`src/hw/pllc_pkg.sv`:
```
package pllc_pkg;

   // Clock and time conversion
   localparam int CLK_PERIOD_PS = 40000;

   // Least time: round up, never below one cycle
   function automatic int cyc_ceil(input int t_ps);
      int c;
      c = (t_ps + CLK_PERIOD_PS - 1) / CLK_PERIOD_PS;
      return (c < 1) ? 1 : c;
   endfunction

   // Longest time: round down, never below one cycle
   function automatic int cyc_floor(input int t_ps);
      int c;
      c = t_ps / CLK_PERIOD_PS;
      return (c < 1) ? 1 : c;
   endfunction

   // Shift register, latch and counter widths
   localparam int SR_W     = 24;
   localparam int REF_W    = 14;
   localparam int FB_W     = 13;
   localparam int ERR_W    = 8;
   localparam int LOCK_W   = 3;

   // Reference divider latch fields
   localparam int REF_DIV_LSB  = 2;
   localparam int ABP_LSB      = 16;
   localparam int TEST_LSB     = 18;
   localparam int LDP_BIT      = 20;

   // Feedback divider latch fields
   localparam int FB_DIV_LSB   = 8;
   localparam int GAIN_BIT     = 21;

   // Operating control latch fields
   localparam int CNT_RST_BIT  = 2;
   localparam int PD_A_BIT     = 3;
   localparam int MUX_LSB      = 4;
   localparam int POL_BIT      = 7;
   localparam int TRI_BIT      = 8;
   localparam int CPI_LSB      = 15;

   // Values after reset
   localparam logic [REF_W-1:0] REF_DIV_RST = 14'h0001;
   localparam logic [FB_W-1:0]  FB_DIV_RST  = 13'h0001;
   localparam logic [1:0]       ABP_RST     = 2'h0;
   localparam logic [2:0]       MUX_RST     = 3'h0;
   localparam logic [5:0]       CPI_RST     = 6'h00;
   localparam logic             POL_RST     = 1'b1;

   // Lock detection figures
   localparam int LOCK_ERR_PS   = 15000;
   localparam int UNLOCK_ERR_PS = 25000;
   localparam logic [ERR_W-1:0] LOCK_ERR_CYC   = ERR_W'(cyc_floor(LOCK_ERR_PS));
   localparam logic [ERR_W-1:0] UNLOCK_ERR_CYC = ERR_W'(cyc_floor(UNLOCK_ERR_PS));
   localparam logic [LOCK_W-1:0] LOCK_CNT_LO   = 3'h3;
   localparam logic [LOCK_W-1:0] LOCK_CNT_HI   = 3'h5;

   // Antibacklash widths
   localparam int ABP_2P9_PS = 2900;
   localparam int ABP_1P3_PS = 1300;
   localparam int ABP_6P0_PS = 6000;
   localparam logic [3:0] ABP_2P9_CYC = 4'(cyc_ceil(ABP_2P9_PS));
   localparam logic [3:0] ABP_1P3_CYC = 4'(cyc_ceil(ABP_1P3_PS));
   localparam logic [3:0] ABP_6P0_CYC = 4'(cyc_ceil(ABP_6P0_PS));

   // Latch select codes
   typedef enum logic [1:0] {
      SEL_REF  = 2'h0,
      SEL_FB   = 2'h1,
      SEL_CTRL = 2'h2,
      SEL_INIT = 2'h3
   } pllc_sel_t;

   // Observe pin sources
   typedef enum logic [2:0] {
      MUX_TRI    = 3'h0,
      MUX_DLOCK  = 3'h1,
      MUX_FBDIV  = 3'h2,
      MUX_HIGH   = 3'h3,
      MUX_REFDIV = 3'h4,
      MUX_ALOCK  = 3'h5,
      MUX_SDO    = 3'h6,
      MUX_LOW    = 3'h7
   } pllc_mux_t;

endpackage

```
`src/hw/pllc_sync.sv`:
```
`timescale 1ns/1ns
module pllc_sync #(
   parameter int W = 1
) (
   // Clock and reset
   input  wire logic         sys_clk_i,
   input  wire logic         sys_rst_i,
   // Pins and filtered levels
   input  wire logic [W-1:0] pin_i,
   output logic      [W-1:0] level_o
);

   typedef struct packed {
      logic [W-1:0] s1;
      logic [W-1:0] s2;
      logic [W-1:0] s3;
      logic [W-1:0] q;
   } pllc_sync_st_t;

   pllc_sync_st_t st_r;
   pllc_sync_st_t st_nxt;

   // Three stages; a bit moves once stages two and three agree
   always_comb begin
      st_nxt    = st_r;
      st_nxt.s1 = pin_i;
      st_nxt.s2 = st_r.s1;
      st_nxt.s3 = st_r.s2;
      for (int i = 0; i < W; i++) begin
         if (st_r.s2[i] == st_r.s3[i]) begin
            st_nxt.q[i] = st_r.s3[i];
         end
      end
   end

   always_ff @(posedge sys_clk_i or posedge sys_rst_i) begin
      if (sys_rst_i) begin
         st_r <= '0;
      end else begin
         st_r <= st_nxt;
      end
   end

   assign level_o = st_r.q;

endmodule

```
`src/hw/pllc_div.sv`:
```
`timescale 1ns/1ns
module pllc_div #(
   parameter int W = 14
) (
   // Clock and reset
   input  wire logic         sys_clk_i,
   input  wire logic         sys_rst_i,
   // Control
   input  wire logic         clr_i,
   input  wire logic         tick_i,
   input  wire logic [W-1:0] ratio_i,
   // Divided pulse
   output logic              pulse_o
);

   typedef struct packed {
      logic [W-1:0] cnt;
      logic         pulse;
   } pllc_div_st_t;

   pllc_div_st_t st_r;
   pllc_div_st_t st_nxt;

   // Binary count of input edges; ratio zero acts as one
   always_comb begin
      st_nxt       = st_r;
      st_nxt.pulse = 1'b0;
      if (clr_i) begin
         st_nxt.cnt = '0;
      end else if (tick_i) begin
         if ((st_r.cnt + W'(1)) >= ratio_i) begin
            st_nxt.cnt   = '0;
            st_nxt.pulse = 1'b1;
         end else begin
            st_nxt.cnt = st_r.cnt + W'(1);
         end
      end
   end

   always_ff @(posedge sys_clk_i or posedge sys_rst_i) begin
      if (sys_rst_i) begin
         st_r <= '0;
      end else begin
         st_r <= st_nxt;
      end
   end

   assign pulse_o = st_r.pulse;

endmodule

```
`src/hw/pllc_top.sv`:
```
`timescale 1ns/1ns
module pllc_top (
   // Clock and reset
   input  wire logic sys_clk_i,
   input  wire logic sys_rst_i,
   // Serial link pins
   input  wire logic serial_clk_i,
   input  wire logic serial_data_i,
   input  wire logic latch_load_strobe_i,
   input  wire logic chip_enable_i,
   // Frequency inputs
   input  wire logic ref_in_i,
   input  wire logic rf_in_i,
   // Charge pump
   output logic       pump_up_o,
   output logic       pump_dn_o,
   output logic       pump_oe_o,
   output logic       pump_gain_select_o,
   output logic [5:0] pump_current_code_o,
   // Observe pin
   output logic       observe_pin_o,
   output logic       observe_pin_oe_o,
   // Lock and power state
   output logic       lock_o,
   output logic       power_down_o,
   // Reference input switches
   output logic       ref_series_switch_a_o,
   output logic       ref_series_switch_b_o,
   output logic       ref_shunt_switch_o
);
   import pllc_pkg::*;

   typedef struct packed {
      logic [SR_W-1:0]   sr;
      logic              sclk_q;
      logic              le_q;
      logic              ref_q;
      logic              rf_q;
      logic [REF_W-1:0]  ref_div;
      logic [1:0]        abp;
      logic              lock_count_precision;
      logic [FB_W-1:0]   fb_div;
      logic              gain;
      logic [2:0]        mux;
      logic              cnt_rst;
      logic              pd_a;
      logic              pol;
      logic              tri_bit;
      logic [5:0]        cpi;
      logic              init_clr;
      logic              up;
      logic              dn;
      logic [3:0]        abp_cnt;
      logic [ERR_W-1:0]  err_cnt;
      logic [LOCK_W-1:0] good_cnt;
      logic              lock;
      logic              pump_up;
      logic              pump_dn;
      logic              pump_oe;
      logic              obs;
      logic              obs_oe;
      logic              pd;
      logic              sw_a;
      logic              sw_b;
      logic              shunt;
   } pllc_st_t;

   pllc_st_t st_r;
   pllc_st_t st_nxt;

   logic [5:0] pin_lvl;
   logic       sclk_s;
   logic       sdata_s;
   logic       le_s;
   logic       ce_s;
   logic       ref_s;
   logic       rf_s;
   logic       ref_pls;
   logic       fb_pls;
   logic       div_clr;

   // Rising edge of a filtered level
   function automatic logic rise(input logic now, input logic prev);
      return now & ~prev;
   endfunction

   // Antibacklash width in cycles per select code
   function automatic logic [3:0] abp_width(input logic [1:0] code);
      logic [3:0] w;
      w = ABP_2P9_CYC;
      unique case (code)
         2'h0: w = ABP_2P9_CYC;
         2'h1: w = ABP_1P3_CYC;
         2'h2: w = ABP_6P0_CYC;
         2'h3: w = ABP_2P9_CYC;
      endcase
      return w;
   endfunction

   // Lock count needed per precision bit
   function automatic logic [LOCK_W-1:0] lock_need(input logic prec);
      return prec ? LOCK_CNT_HI : LOCK_CNT_LO;
   endfunction

   // All asynchronous pins through the filter
   pllc_sync #(
      .W (6)
   ) u_sync (
      .sys_clk_i (sys_clk_i),
      .sys_rst_i (sys_rst_i),
      .pin_i     ({serial_clk_i, serial_data_i, latch_load_strobe_i,
                   chip_enable_i, ref_in_i, rf_in_i}),
      .level_o   (pin_lvl)
   );

   assign {sclk_s, sdata_s, le_s, ce_s, ref_s, rf_s} = pin_lvl;

   // Dividers held while powered down or under counter reset
   assign div_clr = st_r.pd | st_r.cnt_rst | st_r.init_clr;

   // Reference divider to the detector
   pllc_div #(
      .W (REF_W)
   ) u_ref_div (
      .sys_clk_i (sys_clk_i),
      .sys_rst_i (sys_rst_i),
      .clr_i     (div_clr),
      .tick_i    (rise(ref_s, st_r.ref_q)),
      .ratio_i   (st_r.ref_div),
      .pulse_o   (ref_pls)
   );

   // Feedback divider to the detector
   pllc_div #(
      .W (FB_W)
   ) u_fb_div (
      .sys_clk_i (sys_clk_i),
      .sys_rst_i (sys_rst_i),
      .clr_i     (div_clr),
      .tick_i    (rise(rf_s, st_r.rf_q)),
      .ratio_i   (st_r.fb_div),
      .pulse_o   (fb_pls)
   );

   // Next state of the whole block
   always_comb begin
      logic             pd_now;
      logic             both;
      logic             done;
      logic [ERR_W-1:0] err;
      logic             good;
      logic             bad;
      logic [3:0]       abp_next;
      logic             loaded;
      pd_now   = 1'b0;
      both     = 1'b0;
      done     = 1'b0;
      err      = '0;
      good     = 1'b0;
      bad      = 1'b0;
      abp_next = 4'h0;
      loaded   = 1'b0;
      st_nxt   = st_r;

      // Edge history
      st_nxt.sclk_q   = sclk_s;
      st_nxt.le_q     = le_s;
      st_nxt.ref_q    = ref_s;
      st_nxt.rf_q     = rf_s;
      st_nxt.init_clr = 1'b0;

      // Serial shift, MSB first, newest bit at position zero
      if (rise(sclk_s, st_r.sclk_q)) begin
         st_nxt.sr = {st_r.sr[SR_W-2:0], sdata_s};
      end

      // Latch transfer on strobe rise; strobe held low while shifting
      if (rise(le_s, st_r.le_q)) begin
         loaded = 1'b1;
         unique case (pllc_sel_t'(st_r.sr[1:0]))
            SEL_REF: begin
               st_nxt.ref_div = st_r.sr[REF_DIV_LSB +: REF_W];
               st_nxt.abp     = st_r.sr[ABP_LSB +: 2];
               st_nxt.lock_count_precision     = st_r.sr[LDP_BIT];
            end
            SEL_FB: begin
               st_nxt.fb_div = st_r.sr[FB_DIV_LSB +: FB_W];
               st_nxt.gain   = st_r.sr[GAIN_BIT];
            end
            SEL_CTRL, SEL_INIT: begin
               st_nxt.cnt_rst = st_r.sr[CNT_RST_BIT];
               st_nxt.pd_a    = st_r.sr[PD_A_BIT];
               st_nxt.mux     = st_r.sr[MUX_LSB +: 3];
               st_nxt.pol     = st_r.sr[POL_BIT];
               st_nxt.tri_bit = st_r.sr[TRI_BIT];
               st_nxt.cpi     = st_r.sr[CPI_LSB +: 6];
               st_nxt.init_clr = (st_r.sr[1:0] == SEL_INIT);
            end
         endcase
      end
      // Test and reserved bits are never stored

      // Power state from chip enable and software bit
      pd_now    = ~ce_s | st_r.pd_a;
      st_nxt.pd = pd_now;
      st_nxt.sw_a  = ~pd_now;
      st_nxt.sw_b  = ~pd_now;
      st_nxt.shunt = pd_now;

      // Error time: cycles with only one flag up
      if (st_r.up ^ st_r.dn) begin
         if (st_r.err_cnt != {ERR_W{1'b1}}) begin
            st_nxt.err_cnt = st_r.err_cnt + ERR_W'(1);
         end
      end

      // Both up: hold for the antibacklash width, then clear
      both = st_r.up & st_r.dn;
      if (both) begin
         abp_next = st_r.abp_cnt + 4'h1;
         if (abp_next >= abp_width(st_r.abp)) begin
            done           = 1'b1;
            st_nxt.up      = 1'b0;
            st_nxt.dn      = 1'b0;
            st_nxt.abp_cnt = 4'h0;
            st_nxt.err_cnt = '0;
         end else begin
            st_nxt.abp_cnt = abp_next;
         end
      end

      // Detector edges set flags after the clear, so a new edge wins
      if (ref_pls) begin
         st_nxt.up = 1'b1;
      end
      if (fb_pls) begin
         st_nxt.dn = 1'b1;
      end

      // Per-cycle lock evaluation at detector reset
      if (done) begin
         err  = st_r.err_cnt;
         good = (err < LOCK_ERR_CYC);
         bad  = (err >= UNLOCK_ERR_CYC);
         if (good) begin
            if (st_r.good_cnt < lock_need(st_r.lock_count_precision)) begin
               st_nxt.good_cnt = st_r.good_cnt + LOCK_W'(1);
            end
            if ((st_r.good_cnt + LOCK_W'(1)) >= lock_need(st_r.lock_count_precision)) begin
               st_nxt.lock = 1'b1;
            end
         end else begin
            st_nxt.good_cnt = '0;
         end
         if (bad) begin
            st_nxt.lock = 1'b0;
         end
      end

      // Powered down or held: detector idle, lock lost
      if (div_clr) begin
         st_nxt.up       = 1'b0;
         st_nxt.dn       = 1'b0;
         st_nxt.abp_cnt  = 4'h0;
         st_nxt.err_cnt  = '0;
         st_nxt.good_cnt = '0;
         st_nxt.lock     = 1'b0;
      end

      // Pump outputs with polarity swap and three-state
      st_nxt.pump_up = st_r.pol ? st_r.up : st_r.dn;
      st_nxt.pump_dn = st_r.pol ? st_r.dn : st_r.up;
      st_nxt.pump_oe = ~pd_now & ~st_r.tri_bit;

      // Observe pin source
      st_nxt.obs    = 1'b0;
      st_nxt.obs_oe = 1'b1;
      unique case (pllc_mux_t'(st_r.mux))
         MUX_TRI: begin
            st_nxt.obs_oe = 1'b0;
         end
         MUX_DLOCK: begin
            st_nxt.obs = st_r.lock;
         end
         MUX_FBDIV: begin
            st_nxt.obs = fb_pls;
         end
         MUX_HIGH: begin
            st_nxt.obs = 1'b1;
         end
         MUX_REFDIV: begin
            st_nxt.obs = ref_pls;
         end
         MUX_ALOCK: begin
            st_nxt.obs_oe = st_r.up | st_r.dn;
         end
         MUX_SDO: begin
            st_nxt.obs = st_r.sr[SR_W-1];
         end
         MUX_LOW: begin
            st_nxt.obs = 1'b0;
         end
      endcase
      if (loaded) begin
         st_nxt.err_cnt = st_nxt.err_cnt;
      end
   end

   // State register
   always_ff @(posedge sys_clk_i or posedge sys_rst_i) begin
      if (sys_rst_i) begin
         st_r         <= '0;
         st_r.ref_div <= REF_DIV_RST;
         st_r.fb_div  <= FB_DIV_RST;
         st_r.abp     <= ABP_RST;
         st_r.mux     <= MUX_RST;
         st_r.cpi     <= CPI_RST;
         st_r.pol     <= POL_RST;
         st_r.pd      <= 1'b1;
         st_r.shunt   <= 1'b1;
      end else begin
         st_r <= st_nxt;
      end
   end

   // Outputs straight from the state register
   assign pump_up_o             = st_r.pump_up;
   assign pump_dn_o             = st_r.pump_dn;
   assign pump_oe_o             = st_r.pump_oe;
   assign pump_gain_select_o    = st_r.gain;
   assign pump_current_code_o   = st_r.cpi;
   assign observe_pin_o         = st_r.obs;
   assign observe_pin_oe_o      = st_r.obs_oe;
   assign lock_o                = st_r.lock;
   assign power_down_o          = st_r.pd;
   assign ref_series_switch_a_o = st_r.sw_a;
   assign ref_series_switch_b_o = st_r.sw_b;
   assign ref_shunt_switch_o    = st_r.shunt;

endmodule

```
`config.mk`:
```
export PLATFORM = sky130hd
export DESIGN_NAME = pllc_top
export DESIGN_NICKNAME = d
export VERILOG_FILES = /design/src/hw/pllc_pkg.sv /design/src/hw/pllc_sync.sv /design/src/hw/pllc_div.sv /design/src/hw/pllc_top.sv
export SDC_FILE = /design/constraint.sdc
export NUM_CORES = 1
export LEC_CHECK = 0
export BUFFER_PORTS_ARGS = -buffer_cell sky130_fd_sc_hd__buf_2
export CAP_MARGIN = 10
export CORE_ASPECT_RATIO = 0.9
export CORE_MARGIN = 10
export CORE_UTILIZATION = 56
export CTS_CLUSTER_SIZE = 25
export DETAILED_ROUTE_END_ITERATION = 8
export PLACE_DENSITY = 0.76
export SKIP_CTS_REPAIR_TIMING = 1
export SYNTH_ARGS = -nofsm -noshare
export SYNTH_HDL_FRONTEND = slang
export SYNTH_SLANG_ARGS = --single-unit
```
`constraint.sdc`:
```
create_clock -name sys_clk_i -period 4.85 [get_ports sys_clk_i]
set_clock_uncertainty 0.1 [all_clocks]
set_input_delay 0.97 -clock sys_clk_i [delete_from_list [all_inputs] [get_ports sys_clk_i]]
set_output_delay 0.97 -clock sys_clk_i [all_outputs]
set_load 0.01 [all_outputs]
```
# Yosys cells after proc, flatten, opt, wreduce, memory -nomap -nowiden
# Index checks and enable logic that the tools add are counted.
[classes] mux=36 eq_ne=20 bitwise=18 n_reduce_logical=22 add_sub_neg=5 magnitude_cmp=7
[ops] op="two-way mux 14 bit" n=4
[ops] op="two-way mux 13 bit" n=2
[ops] op="two-way mux 8 bit" n=3
[ops] op="two-way mux 18 bit" n=1
[ops] op="nonzero test 3 bit" n=6
[ops] op="two-way mux 4 bit" n=4
[ops] op="two-way mux 1 bit" n=15
[ops] op="two-way mux 15 bit" n=1
[ops] op="adder 14 x 1 -> 14 bit (second input constant)" n=1
[ops] op=">= comparator 14 bit" n=1
[ops] op="adder 13 x 1 -> 13 bit (second input constant)" n=1
[ops] op=">= comparator 13 bit" n=1
[ops] op="AND reduction 2 bit" n=6
[ops] op="equality test 3 bit (second input constant)" n=3
[ops] op="two-way mux 3 bit" n=3
[ops] op="adder 8 x 1 -> 8 bit (second input constant)" n=1
[ops] op="equality test 2 bit (second input constant)" n=4
[ops] op=">= comparator 8 x 1 -> 1 bit (second input constant)" n=1
[ops] op="< comparator 8 x 1 -> 1 bit (second input constant)" n=1
[ops] op="inequality test 8 bit (second input constant)" n=1
[ops] op="nonzero test 2 bit" n=4
[ops] op="NOT 1 bit" n=7
[ops] op="AND 1 bit" n=6
[ops] op="equality test 1 bit" n=6
[ops] op="19 further kinds" n=25
[word_totals] reg_bits=151 inputBits=8 output_inout_bits=17 word_cells=151

# Depth between registers and ports, before layout
[logic_depth] word_depth=9 ltp_mapped=12 depth_no_buf=10

# Hierarchy
# Synthesis repeated with hierarchy kept, for this count alone.
[unflattened] hier_cells=606 hier_area_um2=7240.7
[modules_own_cells] module="pllc_top" instances=1 cells_per_inst=297 seq_area_each_um2=2407.3 area_each_um2=4132.7
[modules_own_cells] module="pllc_div at u_fb_div" instances=1 cells_per_inst=153 seq_area_each_um2=350.3 area_each_um2=1251.2
[modules_own_cells] module="pllc_div at u_ref_div" instances=1 cells_per_inst=119 seq_area_each_um2=375.4 area_each_um2=1139.8
[modules_own_cells] module="pllc_sync" instances=1 cells_per_inst=37 seq_area_each_um2=600.6 area_each_um2=716.9

# Worst setup path after synthesis
# Ideal clock, no wire load.
[synth_path] kind="reg2reg" from="register u_fb_div.st_r[1] in the netlist's numbering" to="register u_fb_div.st_r[8] in the netlist's numbering" stages_incl_launch_ff=12 arrival_ns=2.821 n_path_buf=1 path_slack_ns=1.828 setup_ns=0.101 synth_period_minus_slack_ns=3.022 required_ns=4.649 path_cell_list="dfrtp_1 ha_1 and3_1 clkbuf_1 nand3_1 xnor2_1 ha_1 a21o_1 a21o_1 a221o_2 or3_4 o311ai_2"
[synth_via] elab_chain_len=5
[synth_lines] item="start: declaration" line_no="pllc_div.sv:21" text="pllc_div_st_t st_r;"
[synth_lines] item="start signal: assignment" line_no="pllc_div.sv:44" text="st_r <= st_nxt;"
[synth_lines] item="adder 13 x 1 -> 13 bit *" line_no="pllc_div.sv:31, pllc_div.sv:35"
[synth_lines] item=">= comparator 13 bit" line_no="pllc_div.sv:31" text="if ((st_r.cnt + W'(1)) >= ratio_i) begin"
[synth_lines] item="two-way mux 13 bit *" line_no="pllc_div.sv:31"
[synth_lines] item="two-way mux 14 bit *" line_no="pllc_div.sv:30" text="end else if (tick_i) begin"
[synth_lines] item="two-way mux 13 bit *" line_no="pllc_div.sv:28" text="if (clr_i) begin"
# Every way passes the cells marked *; elsewhere a longest branch is shown, timed or not. The select of a mux whose other input is x is not followed.
# A chain may end at the register's enable or synchronous reset.

# Final worst setup path
[layout_path] from="register u_ref_div.st_r[3] in the netlist's numbering" to="register u_ref_div.st_r[1] in the netlist's numbering"
[layout_via] elab_chain_len=5
[layout_lines] item="start: declaration" line_no="pllc_div.sv:21"
[layout_lines] item="start signal: assignment" line_no="pllc_div.sv:44"
[layout_lines] item="adder 14 x 1 -> 14 bit" line_no="pllc_div.sv:31"
[layout_lines] item=">= comparator 14 bit" line_no="pllc_div.sv:31"
[layout_lines] item="two-way mux 14 bit" line_no="pllc_div.sv:31"
[layout_lines] item="two-way mux 15 bit" line_no="pllc_div.sv:30"
[layout_lines] item="two-way mux 14 bit" line_no="pllc_div.sv:28"
# No other way between the ends. The select of a mux whose other input is x is not followed.

==> results by group <==
Outcome
  – Status: complete, no violations

Critical path
  – Largest stage delay on the critical path: 0.45 ns
  – Setup Crit Path Kind: flip-flop to flip-flop
  – CP max stage cell: dfrtp_1
  – Crit path max-delay family: simple AND/OR/NAND/NOR gates
  – Buf+Inv Stages, Crit Path: 0
  – CP most frequent cell: and2_1
  – Worst R2R End: u_ref_div.st_r[1]$_DFFE_PP0P_
  – WP data required: 5.10 ns
  – Cells along the critical path: and4_1 > nand4_1 > and2_1 > or2_2 > ha_1 > a21oi_1 > o21ai_0 > a211oi_2 > and2_1 > mux2_2
  – Reg2Reg Setup Slack: 1.46 ns
  – Startpoint types: flip-flop
  – CP endpoint kind: flip-flop
  – Crit-path max FO: 11
  – Worst reg2reg path startpoint: u_ref_div.st_r[3]$_DFFE_PP0P_
  – Critical Path AT: 3.64 ns
  – Worst reg-to-reg path cell count: 10

Synth
  – Ys Warns: 0
  – Leading area contributor after synthesis: dfrtp_1
  – Register bit count reported by yosys: 149
  – Ys flop type: dfrtp_1
  – Unique masters post-synth: 51
  – Top-area cell type share of the netlist area: 52.9%
  – Syn Area/Cell: 11.3 µm²
  – Area contributors post-synth: dfrtp_1 53%, ha_1 7.5%, mux2_2 6.7%
  – Post-synth EDFFs: 0
  – Sequential cell area fraction in the yosys report: 54.5%
  – Cell Area, Synth: 0.00686 mm²
  – Mapped Cells: 608
  – Asr flop ratio synth: 100%
  – Synthesized net count: 657

Die
  – Row count: 38
  – Die footprint: 0.0171 mm²
  – Die W: 137 µm
  – Initial core utilization: 57.0%
  – Die outline height: 125 µm
  – I/O pins: 25
  – Core area: 0.0120 mm²

Layout
  – Final net count: 683
  – Area growth syn-to-layout: 13.0%
  – Most common cell after layout, fill and taps aside: dfrtp_1
  – ANT cells: 0
  – Most frequent cells in the layout: 145 x dfrtp_1, 58 x nand2_1, 47 x inv_1
  – Layout cells sized above 1: 18.5%

Timing
  – Final Max Slew Viols: 0
  – Final Hold Vio Count: 0
  – Crit share post-route: 69.9%
  – RSZ-0062 raised after global routing: no
  – Max-Slew Margin vs Limit: 39.1%
  – Final Setup Violations: 0
  – Final setup TNS: 0 ns
  – Setup ws final: 1.46 ns
  – Slew @ Worst Pin: 0.911 ns
  – Min Tclk post-route: 3.39 ns
  – F_max: 295 MHz

GRT
  – Largest net degree at the start of global routing: 83
  – Remaining Overflow, GRT: 0
  – Vias in the first global route: 4585
  – Tot GR Track Use: 16.1%
  – Met1 Track Usage GR: 20.7%
  – Most Used Layer, Global Route: met2
  – Antenna violations before repair: 0
  – M2 GR Usage: 25.6%
  – Global-route met3 utilization: 3.80%
  – First-pass GRT wire length: 22300 µm

Place
  – Hpwl dp: 8880 µm
  – GP Congestion: 0.887
  – Port Buffer Count: 24
  – Place WS: 1.54 ns

CTS
  – Clock Tree Buf Depth: 2
  – Clock Tree Root: clkbuf_16
  – CTS tree: built
  – Clk_lat worst skew: 0.43 ns
  – H-tree depth: 4
  – Number of buffers created by CTS: 17
  – Clock sinks: 149
  – Clock slew at reported path FFs: 0.06 ns

Drt
  – Routed wire length: 12900 µm
  – WL per Instance: 15.9 µm
  – Vias/cell: 5.56
  – First drt pass iteration count: 4
  – Routed via count: 4490
  – Number of DRC markers in iteration 0: 398
  – Remaining DRCs: 0
  – ANT nets after route: 0

Power
  – Leak: 3.68 nW
  – Total Power: 0.00364 W
  – Worst VDD drop: 0.000367 V
  – PwrDens: 470 mW/mm²

Min path
  – HP Start: u_sync.st_nxt[15]$_DFF_PP0_
  – Min-Delay Endpoint: u_sync.st_nxt[9]$_DFF_PP0_
  – Hold path depth: 0
  – Hold crit path type: flip-flop to flip-flop

Job
  – Max cap viols: 0
[state kept, by name (all words and copies together) (netlist names), 6 cells and up]
name and cells:
pump_current_code_o 6, u_fb_div.st_r 13, u_sync.st_nxt 12, u_ref_div.st_r 14, u_sync.level_o 6, st_r 81
u_sync.st_r 6
[synth_stat cells (7+ instances only)]
cell / number
xor2_1: 8
and3_1: 7
o21ai_0: 45
mux2_2: 41
xnor2_1: 17
dfrtp_1: 145
clkbuf_1: 14
inv_1: 48
ha_1: 41
a21o_1: 8
nand3_1: 25
buf_4: 8
a22o_1: 19
nand2_1: 58
a21oi_1: 18
nor2_1: 27
[how the worst max path moves through the flow]
stage	start	slack, ns	cells after the start	endpoint
6_report	u_ref_div.st_r[3]$_DFFE_PP0P_	1.46	10	u_ref_div.st_r[1]$_DFFE_PP0P_
5_1_grt	u_ref_div.st_r[3]$_DFFE_PP0P_	1.21	10	u_ref_div.st_r[1]$_DFFE_PP0P_
4_1_cts	u_ref_div.st_r[3]$_DFFE_PP0P_	1.49	10	u_ref_div.st_r[1]$_DFFE_PP0P_
3_5_place_dp	u_ref_div.st_r[3]$_DFFE_PP0P_	1.54	10	u_ref_div.st_r[1]$_DFFE_PP0P_
3_3_place_gp	u_ref_div.st_r[3]$_DFFE_PP0P_	1.68	10	u_ref_div.st_r[1]$_DFFE_PP0P_
2_1_floorplan	u_fb_div.st_r[1]$_DFFE_PP0P_	1.83	11	u_fb_div.st_r[8]$_DFFE_PP0P_
[where the power goes]
part	total (W)	switching [W]	internal [W]
combinational	0.000688	0.000401	0.000287
clock	0.00135	0.000566	0.000781
sequential	0.00161	0.000155	0.00145
[area by class of cell]
class | instances | area [µm²]
Sequential cell | 149 | 3730
Inverter | 48 | 184
Tap cell | 160 | 200
Fill cell | 926 | 4280
Clock inverter | 15 | 184
Timing Repair Buffer | 30 | 181
Clock buffer | 17 | 425
Multi-Input combinational cell | 388 | 2840
[cells by family after synthesis]
kind of cell             after synthesis  share of synthesized area, %
adder cells (fa/ha/maj)               47                          8.36
AND/OR/NAND/NOR                      158                          11.6
flip-flops                           149                          54.5
XOR/XNOR                              25                          3.19
multiplexers                          45                          7.32
buffers and inverters                 71                          4.34
AO/OA/AOI/OAI                        113                          10.8
[stage by stage]
stage,cell area (µm²),cells,hold slack [ns],util [%]
2_1_floorplan,6860,608,0.231,-
3_3_place_gp,7130,774,0.233,59.3
3_5_place_dp,7130,774,0.236,59.3
4_1_cts,7740,806,0.252,64.3
5_1_grt,7750,807,0.258,64.4
6_report,7750,807,0.248,64.4
[worst reg2reg max path, cell delays in order (launching register included)]
cell and delay (ns):
dfrtp_1 0.45, and4_1 0.32, nand4_1 0.23, and2_1 0.24
or2_2 0.30, ha_1 0.31, a21oi_1 0.13, o21ai_0 0.14
a211oi_2 0.43, and2_1 0.44, mux2_2 0.24
[metal layers]
layer  part of all wire (%)  wire (µm)
met5                      0          0
met4                    2.2        284
met3                    2.6        335
met2                     49       6360
met1                     46       5890
Power figures use the tool's default switching activity.
